===== src/design/clock_gen_pkg.sv =====
package clock_gen_pkg;

	// ==========================================================
	// Bus shape
	localparam int ADDR_W = 16;
	localparam int DATA_W = 8;

	typedef struct packed {
		logic [ADDR_W-1:0] addr;
		logic [DATA_W-1:0] wdata;
		logic              write;
		logic              read;
	} reg_req_t;

	typedef struct packed {
		logic out;
		logic oe;
	} pin_drive_t;

	typedef enum {FAST_OFF, FAST_START, FAST_STABILIZE, FAST_RUN} fast_state_t;

	// ==========================================================
	// Register map
	localparam logic [ADDR_W-1:0] PORT2_OUTPUT_DATA_ADDR          = 16'hf210;
	localparam logic [ADDR_W-1:0] PORT2_STATE_MODE_LOW_ADDR       = 16'hf212;
	localparam logic [ADDR_W-1:0] PORT2_STATE_MODE_HIGH_ADDR      = 16'hf213;
	localparam logic [ADDR_W-1:0] PORT2_FUNCTION_SELECT_ADDR      = 16'hf214;
	localparam logic [ADDR_W-1:0] PORT3_OUTPUT_DATA_ADDR          = 16'hf218;
	localparam logic [ADDR_W-1:0] PORT3_DIRECTION_ADDR            = 16'hf219;
	localparam logic [ADDR_W-1:0] PORT3_STATE_MODE_HIGH_ADDR      = 16'hf21a;
	localparam logic [ADDR_W-1:0] PORT3_STATE_MODE_LOW_ADDR       = 16'hf21b;
	localparam logic [ADDR_W-1:0] PORT3_FUNCTION_SELECT_LOW_ADDR  = 16'hf21c;
	localparam logic [ADDR_W-1:0] PORT3_FUNCTION_SELECT_HIGH_ADDR = 16'hf21d;
	localparam logic [ADDR_W-1:0] FREQUENCY_CONTROL_0_ADDR        = 16'hf002;
	localparam logic [ADDR_W-1:0] FREQUENCY_CONTROL_1_ADDR        = 16'hf003;
	localparam logic [ADDR_W-1:0] FAST_BACKUP_ADDR                = 16'hf005;
	localparam logic [ADDR_W-1:0] FAST_STATUS_ADDR                = 16'hf007;

	localparam int PORT_REG_COUNT = 10;
	localparam logic [3:0] P2_DATA_IDX = 4'h0;
	localparam logic [3:0] P2_SLOW_IDX = 4'h1;
	localparam logic [3:0] P2_SHIGH_IDX = 4'h2;
	localparam logic [3:0] P2_FUNC_IDX = 4'h3;
	localparam logic [3:0] P3_DATA_IDX = 4'h4;
	localparam logic [3:0] P3_DIR_IDX = 4'h5;
	localparam logic [3:0] P3_SHIGH_IDX = 4'h6;
	localparam logic [3:0] P3_SLOW_IDX = 4'h7;
	localparam logic [3:0] P3_FLOW_IDX = 4'h8;
	localparam logic [3:0] P3_FHIGH_IDX = 4'h9;

	// Field positions
	localparam int MODE_BIT0_POS     = 0;
	localparam int MODE_BIT1_POS     = 1;
	localparam int OSC_ENABLE_POS    = 0;
	localparam int SYS_SELECT_POS    = 1;
	localparam int BACKUP_FLAG_POS   = 1;
	localparam int ST_RUNNING_POS    = 0;
	localparam int ST_SOURCE_PLL_POS = 1;
	localparam int ST_STOPPED_POS    = 2;
	localparam int ST_RESET_POS      = 3;
	localparam int ST_HOLD_POS       = 4;
	localparam int PIN20_POS         = 0;
	localparam int PIN21_POS         = 1;
	localparam int PIN36_POS         = 6;

	// Reset values: RC source, oscillator on, fast clock selected
	localparam logic [DATA_W-1:0] FREQUENCY_CONTROL_0_RESET = 8'h00;
	localparam logic [DATA_W-1:0] FREQUENCY_CONTROL_1_RESET = 8'h03;
	localparam logic [DATA_W-1:0] PORT_RESET                = 8'h00;

	// ==========================================================
	// Counts and times
	localparam int RC_STABLE_COUNT    = 16;
	localparam int PLL_ENABLE_COUNT   = 8192;
	localparam int PLL_STOP_COUNT     = 4096;
	localparam int POR_STABLE_COUNT   = 32768;
	localparam logic [15:0] RC_STABLE_LAST  = 16'(RC_STABLE_COUNT - 1);
	localparam logic [15:0] PLL_ENABLE_LAST = 16'(PLL_ENABLE_COUNT - 1);
	localparam logic [15:0] PLL_STOP_LAST   = 16'(PLL_STOP_COUNT - 1);
	localparam logic [15:0] POR_STABLE_LAST = 16'(POR_STABLE_COUNT - 1);

	localparam int CLOCK_MHZ              = 100;
	localparam int FAST_START_TIME_NS     = 1000;
	localparam int EXTERNAL_START_TIME_NS = 1000;
	localparam int FAST_START_CYCLES      = (FAST_START_TIME_NS * CLOCK_MHZ + 999) / 1000;
	localparam int EXTERNAL_START_CYCLES  = (EXTERNAL_START_TIME_NS * CLOCK_MHZ + 999) / 1000;
	localparam int SWITCH_WAIT_TIME_NS    = 10000;
	localparam int PLL_MULTIPLIER         = 500;
	localparam int PLL_FREQ_KHZ           = 16000;
	localparam int RC_FREQ_KHZ            = 2097;

endpackage


===== src/design/high_speed_clock_and_system_clock_select_switch.sv =====
`timescale 1ns/1ns
`default_nettype none
module high_speed_clock_and_system_clock_select_switch
	import clock_gen_pkg::*;
#(
	parameter int START_CYCLES     = clock_gen_pkg::FAST_START_CYCLES,
	parameter int EXT_START_CYCLES = clock_gen_pkg::EXTERNAL_START_CYCLES,
	parameter int POR_COUNT        = clock_gen_pkg::POR_STABLE_COUNT
) (
	input  wire logic                      clock,
	input  wire logic                      rst_n,
	input  wire clock_gen_pkg::reg_req_t   reg_req,
	output logic [clock_gen_pkg::DATA_W-1:0] read_data,
	input  wire logic                      rc_osc_clock,
	input  wire logic                      pll_osc_clock,
	input  wire logic                      slow_clock,
	input  wire logic                      crystal_option,
	input  wire logic                      stop_request,
	input  wire logic                      stop_release,
	input  wire logic                      slow_clock_ready,
	output logic                           rc_osc_enable,
	output logic                           pll_enable,
	output logic                           fast_clock,
	output logic                           system_clock,
	output logic                           system_reset_active,
	output logic                           cpu_hold,
	output clock_gen_pkg::pin_drive_t      pin20,
	output clock_gen_pkg::pin_drive_t      pin21,
	output clock_gen_pkg::pin_drive_t      pin36
);
	import clock_gen_pkg::*;

	// ==========================================================
	// Oscillator sampling
	localparam int SRC_RC   = 0;
	localparam int SRC_PLL  = 1;
	localparam int SRC_SLOW = 2;

	logic [2:0] raw_osc;
	logic [2:0] stage [3];
	logic [2:0] osc_level;
	logic [2:0] osc_rise;

	assign raw_osc = {slow_clock, pll_osc_clock, rc_osc_clock};

	// Third stage filters the metastable-prone second stage
	genvar gi;
	generate
		for (gi = 0; gi < 3; gi++) begin : g_sample
			always_ff @(posedge clock or negedge rst_n) begin
				if (!rst_n) begin
					stage[gi] <= 3'h0;
				end else begin
					stage[gi] <= {stage[gi][1:0], raw_osc[gi]};
				end
			end
			always_ff @(posedge clock or negedge rst_n) begin
				if (!rst_n) begin
					osc_level[gi] <= 1'b0;
				end else if (stage[gi][1] == stage[gi][2]) begin
					osc_level[gi] <= stage[gi][2];
				end
			end
			assign osc_rise[gi] = !osc_level[gi] && stage[gi][1] && stage[gi][2];
		end
	endgenerate

	// ==========================================================
	// Register file
	function automatic logic [4:0] port_decode(input logic [ADDR_W-1:0] a);
		logic [4:0] r;
		r = 5'h00;
		if (a == PORT2_OUTPUT_DATA_ADDR) begin
			r = {1'b1, P2_DATA_IDX};
		end else if (a == PORT2_STATE_MODE_LOW_ADDR) begin
			r = {1'b1, P2_SLOW_IDX};
		end else if (a == PORT2_STATE_MODE_HIGH_ADDR) begin
			r = {1'b1, P2_SHIGH_IDX};
		end else if (a == PORT2_FUNCTION_SELECT_ADDR) begin
			r = {1'b1, P2_FUNC_IDX};
		end else if (a == PORT3_OUTPUT_DATA_ADDR) begin
			r = {1'b1, P3_DATA_IDX};
		end else if (a == PORT3_DIRECTION_ADDR) begin
			r = {1'b1, P3_DIR_IDX};
		end else if (a == PORT3_STATE_MODE_HIGH_ADDR) begin
			r = {1'b1, P3_SHIGH_IDX};
		end else if (a == PORT3_STATE_MODE_LOW_ADDR) begin
			r = {1'b1, P3_SLOW_IDX};
		end else if (a == PORT3_FUNCTION_SELECT_LOW_ADDR) begin
			r = {1'b1, P3_FLOW_IDX};
		end else if (a == PORT3_FUNCTION_SELECT_HIGH_ADDR) begin
			r = {1'b1, P3_FHIGH_IDX};
		end
		return r;
	endfunction

	logic [DATA_W-1:0] port_reg [PORT_REG_COUNT];
	logic [DATA_W-1:0] frequency_control_0;
	logic [DATA_W-1:0] frequency_control_1;
	logic              fast_backup_flag;
	logic [4:0]        wr_port;
	logic [4:0]        rd_port;

	assign wr_port = port_decode(reg_req.addr);
	assign rd_port = wr_port;

	always_ff @(posedge clock or negedge rst_n) begin
		if (!rst_n) begin
			for (int i = 0; i < PORT_REG_COUNT; i++) begin
				port_reg[i] <= PORT_RESET;
			end
		end else if (reg_req.write && wr_port[4]) begin
			port_reg[wr_port[3:0]] <= reg_req.wdata;
		end
	end

	always_ff @(posedge clock or negedge rst_n) begin
		if (!rst_n) begin
			frequency_control_0 <= FREQUENCY_CONTROL_0_RESET;
			frequency_control_1 <= FREQUENCY_CONTROL_1_RESET;
		end else if (reg_req.write) begin
			if (reg_req.addr == FREQUENCY_CONTROL_0_ADDR) begin
				frequency_control_0 <= reg_req.wdata;
			end else if (reg_req.addr == FREQUENCY_CONTROL_1_ADDR) begin
				frequency_control_1 <= reg_req.wdata;
			end
		end
	end

	logic mode_pll;
	logic osc_enable;
	logic want_fast;
	logic backup_allowed;

	assign mode_pll       = !frequency_control_0[MODE_BIT0_POS] && frequency_control_0[MODE_BIT1_POS];
	assign osc_enable     = frequency_control_1[OSC_ENABLE_POS];
	assign want_fast      = frequency_control_1[SYS_SELECT_POS];
	assign backup_allowed = crystal_option && mode_pll;

	// ==========================================================
	// Fast clock sequencer
	localparam logic [15:0] POR_LAST = 16'(POR_COUNT - 1);

	fast_state_t state;
	logic [15:0] timer;
	logic [15:0] start_last;
	logic [15:0] stab_count;
	logic [15:0] stab_last;
	logic        use_pll;
	logic        stopped;
	logic        fast_running;
	logic        backup_set;
	logic        backup_cancel;
	logic        count_edge;

	assign fast_running  = (state == FAST_RUN);
	assign backup_set    = (state == FAST_OFF) && stopped && stop_release && osc_enable && backup_allowed;
	assign backup_cancel = reg_req.write && (reg_req.addr == FAST_BACKUP_ADDR)
		&& reg_req.wdata[BACKUP_FLAG_POS] && fast_backup_flag;
	assign count_edge    = use_pll ? osc_rise[SRC_PLL] : osc_rise[SRC_RC];

	always_ff @(posedge clock or negedge rst_n) begin
		if (!rst_n) begin
			state      <= FAST_START;
			timer      <= 16'h0000;
			start_last <= 16'(START_CYCLES - 1);
			stab_count <= 16'h0000;
			stab_last  <= POR_LAST;
			use_pll    <= 1'b0;
			stopped    <= 1'b0;
		end else if (stop_request) begin
			state   <= FAST_OFF;
			stopped <= 1'b1;
		end else if (!osc_enable && state != FAST_OFF) begin
			state <= FAST_OFF;
		end else begin
			case (state)
				FAST_OFF: begin
					timer      <= 16'h0000;
					stab_count <= 16'h0000;
					if (stopped && stop_release) begin
						stopped <= 1'b0;
						if (osc_enable) begin
							state <= FAST_START;
							if (backup_allowed) begin
								use_pll    <= 1'b0;
								stab_last  <= RC_STABLE_LAST;
								start_last <= 16'(START_CYCLES - 1);
							end else if (mode_pll) begin
								use_pll    <= 1'b1;
								stab_last  <= PLL_STOP_LAST;
								start_last <= 16'(EXT_START_CYCLES - 1);
							end else begin
								use_pll    <= 1'b0;
								stab_last  <= RC_STABLE_LAST;
								start_last <= 16'(START_CYCLES - 1);
							end
						end
					end else if (!stopped && osc_enable) begin
						state      <= FAST_START;
						use_pll    <= mode_pll;
						stab_last  <= mode_pll ? PLL_ENABLE_LAST : RC_STABLE_LAST;
						start_last <= mode_pll ? 16'(EXT_START_CYCLES - 1) : 16'(START_CYCLES - 1);
					end
				end
				FAST_START: begin
					if (timer == start_last) begin
						state <= FAST_STABILIZE;
					end else begin
						timer <= timer + 16'h0001;
					end
				end
				FAST_STABILIZE: begin
					if (count_edge) begin
						if (stab_count == stab_last) begin
							state <= FAST_RUN;
						end else begin
							stab_count <= stab_count + 16'h0001;
						end
					end
				end
				FAST_RUN: begin
					if (backup_cancel && !backup_set) begin
						use_pll <= 1'b1;
					end
				end
				default: begin
					state <= FAST_OFF;
				end
			endcase
		end
	end

	// Set wins over the software cancel
	always_ff @(posedge clock or negedge rst_n) begin
		if (!rst_n) begin
			fast_backup_flag <= 1'b0;
		end else if (backup_set) begin
			fast_backup_flag <= 1'b1;
		end else if (backup_cancel) begin
			fast_backup_flag <= 1'b0;
		end
	end

	// PLL keeps running during backup so a cancel finds it warm
	assign pll_enable    = (state != FAST_OFF) && (use_pll || fast_backup_flag);
	assign rc_osc_enable = (state != FAST_OFF) && !use_pll;

	always_ff @(posedge clock or negedge rst_n) begin
		if (!rst_n) begin
			fast_clock <= 1'b0;
		end else begin
			fast_clock <= fast_running && (use_pll ? osc_level[SRC_PLL] : osc_level[SRC_RC]);
		end
	end

	always_ff @(posedge clock or negedge rst_n) begin
		if (!rst_n) begin
			system_reset_active <= 1'b1;
		end else if (fast_running) begin
			system_reset_active <= 1'b0;
		end
	end

	// ==========================================================
	// System clock switch
	logic sys_sel;
	logic target_ready;

	assign target_ready = want_fast ? fast_running : slow_clock_ready;

	// Swap only while both sources sit low, so no pulse is cut short
	always_ff @(posedge clock or negedge rst_n) begin
		if (!rst_n) begin
			sys_sel <= 1'b1;
		end else if (sys_sel != want_fast && target_ready && !fast_clock && !osc_level[SRC_SLOW]) begin
			sys_sel <= want_fast;
		end
	end

	always_ff @(posedge clock or negedge rst_n) begin
		if (!rst_n) begin
			system_clock <= 1'b0;
		end else begin
			system_clock <= sys_sel ? fast_clock : osc_level[SRC_SLOW];
		end
	end

	assign cpu_hold = (sys_sel != want_fast) || (sys_sel ? !fast_running : !slow_clock_ready);

	// ==========================================================
	// Clock output pins
	logic p21_clk;
	logic p20_clk;
	logic p36_clk;
	logic p21_cmos;
	logic p20_cmos;
	logic p36_cmos;

	assign p21_cmos = port_reg[P2_SHIGH_IDX][PIN21_POS] && port_reg[P2_SLOW_IDX][PIN21_POS];
	assign p20_cmos = port_reg[P2_SHIGH_IDX][PIN20_POS] && port_reg[P2_SLOW_IDX][PIN20_POS];
	assign p36_cmos = port_reg[P3_SHIGH_IDX][PIN36_POS] && port_reg[P3_SLOW_IDX][PIN36_POS];
	assign p21_clk  = port_reg[P2_FUNC_IDX][PIN21_POS] && p21_cmos;
	assign p20_clk  = port_reg[P2_FUNC_IDX][PIN20_POS] && p20_cmos;
	assign p36_clk  = !port_reg[P3_FHIGH_IDX][PIN36_POS] && port_reg[P3_FLOW_IDX][PIN36_POS]
		&& p36_cmos && !port_reg[P3_DIR_IDX][PIN36_POS];

	// Port 2 pins have no direction bit; CMOS state alone drives them
	always_ff @(posedge clock or negedge rst_n) begin
		if (!rst_n) begin
			pin21 <= '0;
			pin20 <= '0;
			pin36 <= '0;
		end else begin
			pin21.out <= p21_clk ? fast_clock : port_reg[P2_DATA_IDX][PIN21_POS];
			pin21.oe  <= p21_cmos;
			pin20.out <= p20_clk ? osc_level[SRC_SLOW] : port_reg[P2_DATA_IDX][PIN20_POS];
			pin20.oe  <= p20_cmos;
			pin36.out <= p36_clk ? osc_level[SRC_SLOW] : port_reg[P3_DATA_IDX][PIN36_POS];
			pin36.oe  <= p36_cmos && !port_reg[P3_DIR_IDX][PIN36_POS];
		end
	end

	// ==========================================================
	// Read path
	logic [DATA_W-1:0] status;

	assign status = {3'h0, cpu_hold, system_reset_active, stopped, use_pll, fast_running};

	always_ff @(posedge clock or negedge rst_n) begin
		if (!rst_n) begin
			read_data <= '0;
		end else if (!reg_req.read) begin
			read_data <= '0;
		end else if (rd_port[4]) begin
			read_data <= port_reg[rd_port[3:0]];
		end else if (reg_req.addr == FREQUENCY_CONTROL_0_ADDR) begin
			read_data <= frequency_control_0;
		end else if (reg_req.addr == FREQUENCY_CONTROL_1_ADDR) begin
			read_data <= frequency_control_1;
		end else if (reg_req.addr == FAST_BACKUP_ADDR) begin
			read_data <= 8'(fast_backup_flag) << BACKUP_FLAG_POS;
		end else if (reg_req.addr == FAST_STATUS_ADDR) begin
			read_data <= status;
		end else begin
			read_data <= '0;
		end
	end
endmodule
`default_nettype wire


===== config.mk =====
export PLATFORM = sky130hd
export DESIGN_NAME = high_speed_clock_and_system_clock_select_switch
export DESIGN_NICKNAME = d
export VERILOG_FILES = /design/src/design/clock_gen_pkg.sv /design/src/design/high_speed_clock_and_system_clock_select_switch.sv
export SDC_FILE = /design/constraint.sdc
export NUM_CORES = 1
export LEC_CHECK = 0
export BUFFER_PORTS_ARGS = -buffer_cell sky130_fd_sc_hd__buf_2
export CORE_MARGIN = 4
export CORE_UTILIZATION = 30
export DETAILED_ROUTE_END_ITERATION = 16
export PLACE_DENSITY_LB_ADDON = 0.15
export SKIP_LAST_GASP = 1
export SYNTH_ARGS = -nofsm -noshare
export SYNTH_HDL_FRONTEND = slang
export SYNTH_SLANG_ARGS = --single-unit

===== constraint.sdc =====
create_clock -name clock -period 2.59 [get_ports clock]
set_input_delay 0.518 -clock clock [delete_from_list [all_inputs] [get_ports clock]]
set_output_delay 0.518 -clock clock [all_outputs]
set_load 0.02 [all_outputs]

# Yosys cells after proc, flatten, opt, wreduce, memory -nomap -nowiden
# Index checks and enable logic that the tools add are counted.
[totals]
output_inout_bits = 20
register_bits = 225
word_cells = 216
[op_classes]
addsub = 2
reduce_logical = 67
order_cmp = 2
n_bitwise = 4
muxes = 66
n_eq_ne = 38
[ops]
columns = ["op", "count"]
rows = [
  ["$mux W32", 8],
  ["$eq A16 B16 Y1 const B", 14],
  ["$mux W16", 9],
  ["$pmux W32 S4", 1],
  ["$bwmux W80", 1],
  ["$eq A32 B2 Y1 const B", 2],
  ["$logic_not A32 Y1", 2],
  ["$mux W8", 8],
  ["$pmux W16 S2", 2],
  ["$mux W5", 11],
  ["$logic_and A1 B1 Y1", 34],
  ["$add A16 B1 Y16 const B", 2],
  ["$bmux W8 S4", 1],
  ["$demux W8 S4", 1],
  ["$eq A16 B16 Y1", 2],
  ["$eq A32 B1 Y1 const B", 1],
  ["$eq A32 B3 Y1 const B", 1],
  ["$reduce_bool A32 Y1", 1],
  ["$mux W12", 2],
  ["$mux W1", 20],
  ["$reduce_bool A2 Y1", 7],
  ["$logic_not A1 Y1", 13],
  ["$mux W13", 1],
  ["$ne A2 B2 Y1 const B", 6],
  ["16 further kinds", 29],
]

# Longest topological paths before layout
[logic_depth]
word_depth = 17
ltp_mapped = 8
mapped_depth_nobuf = 7

# Worst setup path before layout
# OpenSTA, ideal clock, no wires.
[synth_timing]
path_kind = "in2reg"
startpoint = "input port reg_req[17] (netlist name)"
endpoint = "register read_data[1] (netlist name)"
slack_ns = -0.087
arrival_ns = 2.573
setup_ns = 0.103
required_ns = 2.487
stages = 7
path_cell_list = "or4_1 > buf_2 > or4_4 > buf_6 > nor3_4 > o221ai_2 > o41ai_2"
[synth_via]
elab_chain_len = 17
[synth_rtl]
columns = ["item", "line", "text"]
rows = [
  ["from (decl)", "high_speed_clock_and_system_clock_select_switch.sv:12", "input wire clock_gen_pkg::reg_req_t reg_req,"],
  ["$eq A16 B16 Y1", "high_speed_clock_and_system_clock_select_switch.sv:91", "end else if (a == PORT3_FUNCTION_SELECT_HIGH_ADDR) begin"],
  ["$mux W5", "high_speed_clock_and_system_clock_select_switch.sv:91", ""],
  ["$mux W5", "high_speed_clock_and_system_clock_select_switch.sv:89", "end else if (a == PORT3_FUNCTION_SELECT_LOW_ADDR) begin"],
  ["$mux W5", "high_speed_clock_and_system_clock_select_switch.sv:87", "end else if (a == PORT3_STATE_MODE_LOW_ADDR) begin"],
  ["$mux W5", "high_speed_clock_and_system_clock_select_switch.sv:85", "end else if (a == PORT3_STATE_MODE_HIGH_ADDR) begin"],
  ["$mux W5", "high_speed_clock_and_system_clock_select_switch.sv:83", "end else if (a == PORT3_DIRECTION_ADDR) begin"],
  ["$mux W5", "high_speed_clock_and_system_clock_select_switch.sv:81", "end else if (a == PORT3_OUTPUT_DATA_ADDR) begin"],
  ["$mux W5", "high_speed_clock_and_system_clock_select_switch.sv:79", "end else if (a == PORT2_FUNCTION_SELECT_ADDR) begin"],
  ["$mux W5", "high_speed_clock_and_system_clock_select_switch.sv:77", "end else if (a == PORT2_STATE_MODE_HIGH_ADDR) begin"],
  ["$mux W5", "high_speed_clock_and_system_clock_select_switch.sv:75", "end else if (a == PORT2_STATE_MODE_LOW_ADDR) begin"],
  ["$mux W5", "high_speed_clock_and_system_clock_select_switch.sv:73", "if (a == PORT2_OUTPUT_DATA_ADDR) begin"],
  ["$not A4 Y5 (implied by the code)", "high_speed_clock_and_system_clock_select_switch.sv:336", "read_data <= port_reg[rd_port[3:0]];"],
  ["$bmux W8 S4", "high_speed_clock_and_system_clock_select_switch.sv:336", ""],
  ["$mux W8 (implied by the code) (2 in a row)", "high_speed_clock_and_system_clock_select_switch.sv:336", ""],
  ["$mux W8 *", "high_speed_clock_and_system_clock_select_switch.sv:335", "end else if (rd_port[4]) begin"],
  ["$mux W8 *", "high_speed_clock_and_system_clock_select_switch.sv:333", "end else if (!reg_req.read) begin"],
  ["to (signal assigned)", "high_speed_clock_and_system_clock_select_switch.sv:336", ""],
  ["to (signal assigned)", "high_speed_clock_and_system_clock_select_switch.sv:338", "read_data <= frequency_control_0;"],
  ["to (signal assigned)", "high_speed_clock_and_system_clock_select_switch.sv:340", "read_data <= frequency_control_1;"],
  ["to (decl)", "high_speed_clock_and_system_clock_select_switch.sv:13", "output logic [clock_gen_pkg::DATA_W-1:0] read_data,"],
]
# Every way passes the cells marked *; elsewhere a longest branch is shown, timed or not. The select of a mux whose other input is x is not followed.
# A chain may end at the register's enable or synchronous reset.

# Final worst setup path
[layout_timing]
startpoint = "register state[0]"
endpoint = "register state[0]"
[layout_via]
elab_chain_len = 4
[layout_rtl]
columns = ["item", "line", "text"]
rows = [
  ["from (decl)", "high_speed_clock_and_system_clock_select_switch.sv:144", "fast_state_t state;"],
  ["from (signal assigned)", "high_speed_clock_and_system_clock_select_switch.sv:164", "state <= FAST_START;"],
  ["from (signal assigned)", "high_speed_clock_and_system_clock_select_switch.sv:172", "state <= FAST_OFF;"],
  ["from (signal assigned)", "high_speed_clock_and_system_clock_select_switch.sv:175", "state <= FAST_OFF;"],
  ["$eq A32 B2 Y1 (tied with other cells)", "high_speed_clock_and_system_clock_select_switch.sv:177", "case (state)"],
  ["$pmux W32 S4 or $logic_and A1 B1 Y1 (tied branches)", "high_speed_clock_and_system_clock_select_switch.sv:177, high_speed_clock_and_system_clock_select_switch.sv:174", ""],
  ["$mux W32 (tied with other cells)", "high_speed_clock_and_system_clock_select_switch.sv:174", "end else if (!osc_enable && state != FAST_OFF) begin"],
  ["$mux W32 or $reduce_and A6 Y1 (tied branches)", "-", ""],
]
# Several ways; a longest one is shown, not always the timed one.

==> impl_results.md <==
- Simple logic cell fraction of the synthesized area: about 16%
- Initial Util: a little under a third
- Compound-Gate Fraction of Synth Area: around 13%
- Non-filler cells, final: between 1000 and 1500
- Fill count: between 2000 and 3000
- Hold_ws: between 50 and 60 ps
- Sequential cell area: 4160 um2
- Dpl cells: 1159
- Port bufs: 54
- CP max FO: 7
- Total of max-cap violations: 0
- Core Util, Final: 36.9%
- List of most frequent post-synthesis cells: 158 x dfrtp_1, 106 x mux2_2, 48 x nand2_1
- Multi-input gate area: 3930 um2
- FF-to-FF setup slack: about 240 ps
- Slew Limit Fails: 0
- Min Tclk post-route: ~2400 ps
- Grt ovf: 0
- Count leader, synth: dfrtp_1
- Post-DR vias/cell: ~5.3
- Post-synth cell types: 74
- First-pass GRT wire length: ~38 mm
- Main combinational cell family by area after synthesis: multiplexers
- Drc violations: 0
- Clock sinks: approximately 170
- Syn Inst Count: between 700 and 800
- Vias in the first global route: 6628
- Max reg flops: 80
- Post-Synth XOR/XNOR Area: under 10%
- WL/cell: about 20 um
- GRT Max-Usage Layer: met2
- Via count: about 6400
- Mux share of post-synthesis cell area: ~16%
- Largest net degree at the start of global routing: between 50 and 60
- Clock Latency Late Sink: 420 ps
- Antenna Violating Nets Remaining: 0
- Max Root-Sink Buffers: 2
- Setup violators final: 0
- Core box area: 27000 um2
- CTS tree: done
- Std cell rows: 60
- Hold_buf cts: 0
- Drt pass-1 iters: 5
- Register area share after synthesis: around 50%
- Final Cycle Share: about nine tenths
- Critical path arrival: 2700 ps
- Synth Area in Adders: ~1.4%
- Synthesis-to-layout area growth: 20.9%
- Seq cells post-synth: 166
- Worst-Margin Slew: 646 ps
- Peak Freq: between 400 and 500 MHz
- Die ar.: between 30000 and 40000 um2
- Asr flop ratio synth: 100%
- Crit end category: flop
- Chip Height: between 150 and 200 um
- Post-Syn Area per Cell: 11.3 um2
- WS Path Type: reg2reg
- Post-synth top area share: between 40% and 50%
- Fin nets: roughly 880
- Cell area after synthesis: 8250 um2
- H-tree levels: 4
- Leakage power: between 4 and 5 nW
- Initial antenna violation count: 0
- Synth Flop Type: dfrtp_1
- CTS buffer count: 17
- RSZ-0062 raised after global routing: false
- Met3 usage: about 3.1%
- Yosys warnings: 0
- DP Wirelength: between 15 and 20 mm
- Required time worst endpoint: around 2900 ps
- Worst Skew: roughly 15 ps
- Cell Pwr Density: ~570 nW/um2
- Final-report hold violation count: 0
- Relative slew slack: 56.7%
- Grt met1 use: ~23%
- EDFF count, synth: 0
- Gr usage total: ~16%
- Post-Route WL: ~24 mm
- Design area: roughly 10000 um2
- Syn nets: 775
- Antenna diodes: 0
- HP Class: in2async
- Startpoint Class: flop
- Synth area leader: dfrtp_1
- Status: finished clean
- DR iter-0 viols: around 360
- GP Congestion: roughly 0.86
- I/O Pins: between 50 and 60
- Clock root buffer: clkbuf_16
- Fin worst setup slack: 237 ps
- Top cells by area, synth: dfrtp_1 48%, mux2_2 14%, dfstp_2 2.5%
- Worst VDD drop: between 400 and 500 uV
- Dpl ws: -165 ps
- Reg clk slew, reported paths: 70 ps
- Layout cells sized above 1: between 30% and 40%
- Met2 Resource Use GR: about a quarter
- Die Width: about 170 um
- Total placed instance area: about 9400 um2
## per-stage QoR
| step | setup TNS, ps | total power [W] |
|---|---|---|
| final | 0 | 0.00566 |
| after global routing | 0 | 0.00588 |
| after CTS | 0 | 0.00574 |
| after detailed placement | -6330 | 0.00301 |
| after global placement | -4470 | 0.00301 |
| after floorplan | 0 | 0.00281 |
## routing by layer
layer	vias to the layer above	wire length (um)
li1	2956	-
met1	3232	11700
met2	148	10900
met3	20	1020
met4	0	368
met5	-	0
## cell usage in the layout, fill, tap and decap left out, types with 8 or more instances in the layout
cell type and instances:
nor4_1 10, and3_1 13, nand2b_1 11, nand2_1 48, mux2_2 106, o21ai_0 22, clkbuf_16 17, buf_2 53
a31oi_1 8, nor2_1 33, and2_1 9, a21oi_1 18, xor2_1 11, dfrtp_1 158, nand4_1 12, nand3_1 38
o22ai_1 20, dfstp_2 8, mux2i_1 12, buf_4 66, inv_1 9, nor2b_1 14
## what timing repair did
action	4_1_cts	5_1_grt
setup endpoints to repair	0	5
setup buffers	0	0
resized for setup	0	2
## worst max-delay path, cell delays in order (launching register included)
cell	delay, ps
dfstp_2	560
inv_1	80
ha_1	290
buf_4	190
a21boi_0	120
a311o_1	320
a221oi_1	340
mux2_2	380
## final timing paths
| check | start | end | cells past startpoint |
|---|---|---|---|
| worst max-delay path | state[0]$_DFFE_PN1P_ | state[0]$_DFFE_PN1P_ | 7 |
| worst min register to register | stage[6]$_DFF_PN0_ | stage[7]$_DFF_PN0_ | 0 |
| min in group clock | pll_osc_clock | stage[3]$_DFF_PN0_ | 1 |
| worst min-delay path | rst_n | port_reg[20]$_DFFE_PN0P_ | 1 |
| max in group asynchronous | rst_n | frequency_control_1[0]$_DFFE_PN1P_ | 2 |
| worst max register to register | state[0]$_DFFE_PN1P_ | state[0]$_DFFE_PN1P_ | 7 |
## cells by family (layout without fill, tap and decap cells)
kind of cell | after synthesis | count (layout)
and+or+nand+nor | 236 | 236
DFF | 166 | 166
AOI/OAI and AO/OA | 142 | 142
muxes | 118 | 118
buffers and inverters | 46 | 161
xor gates and xnor gates | 15 | 15
adders and majority gates | 10 | 10
## report_power, final
group	total [W]	leakage, nW	switching, W	internal [W]
Clock	0.00270	0.282	0.00109	0.00161
Combinational	0.000341	2.15	0.000228	0.000113
Sequential	0.00262	2.26	0.0000124	0.00261
Total	0.00566	4.69	0.00133	0.00433
## final cells by class
cell class              instances  share of cell area [%]
clock buffers                  19                    4.34
well taps                     341                    4.28
repair buffers                122                    8.14
inverters                       9                   0.339
clock inverters                11                    1.77
flip-flops and latches        166                    41.7
multi-input cells             521                    39.4
No activity file was read; power rests on OpenSTA's default activity.
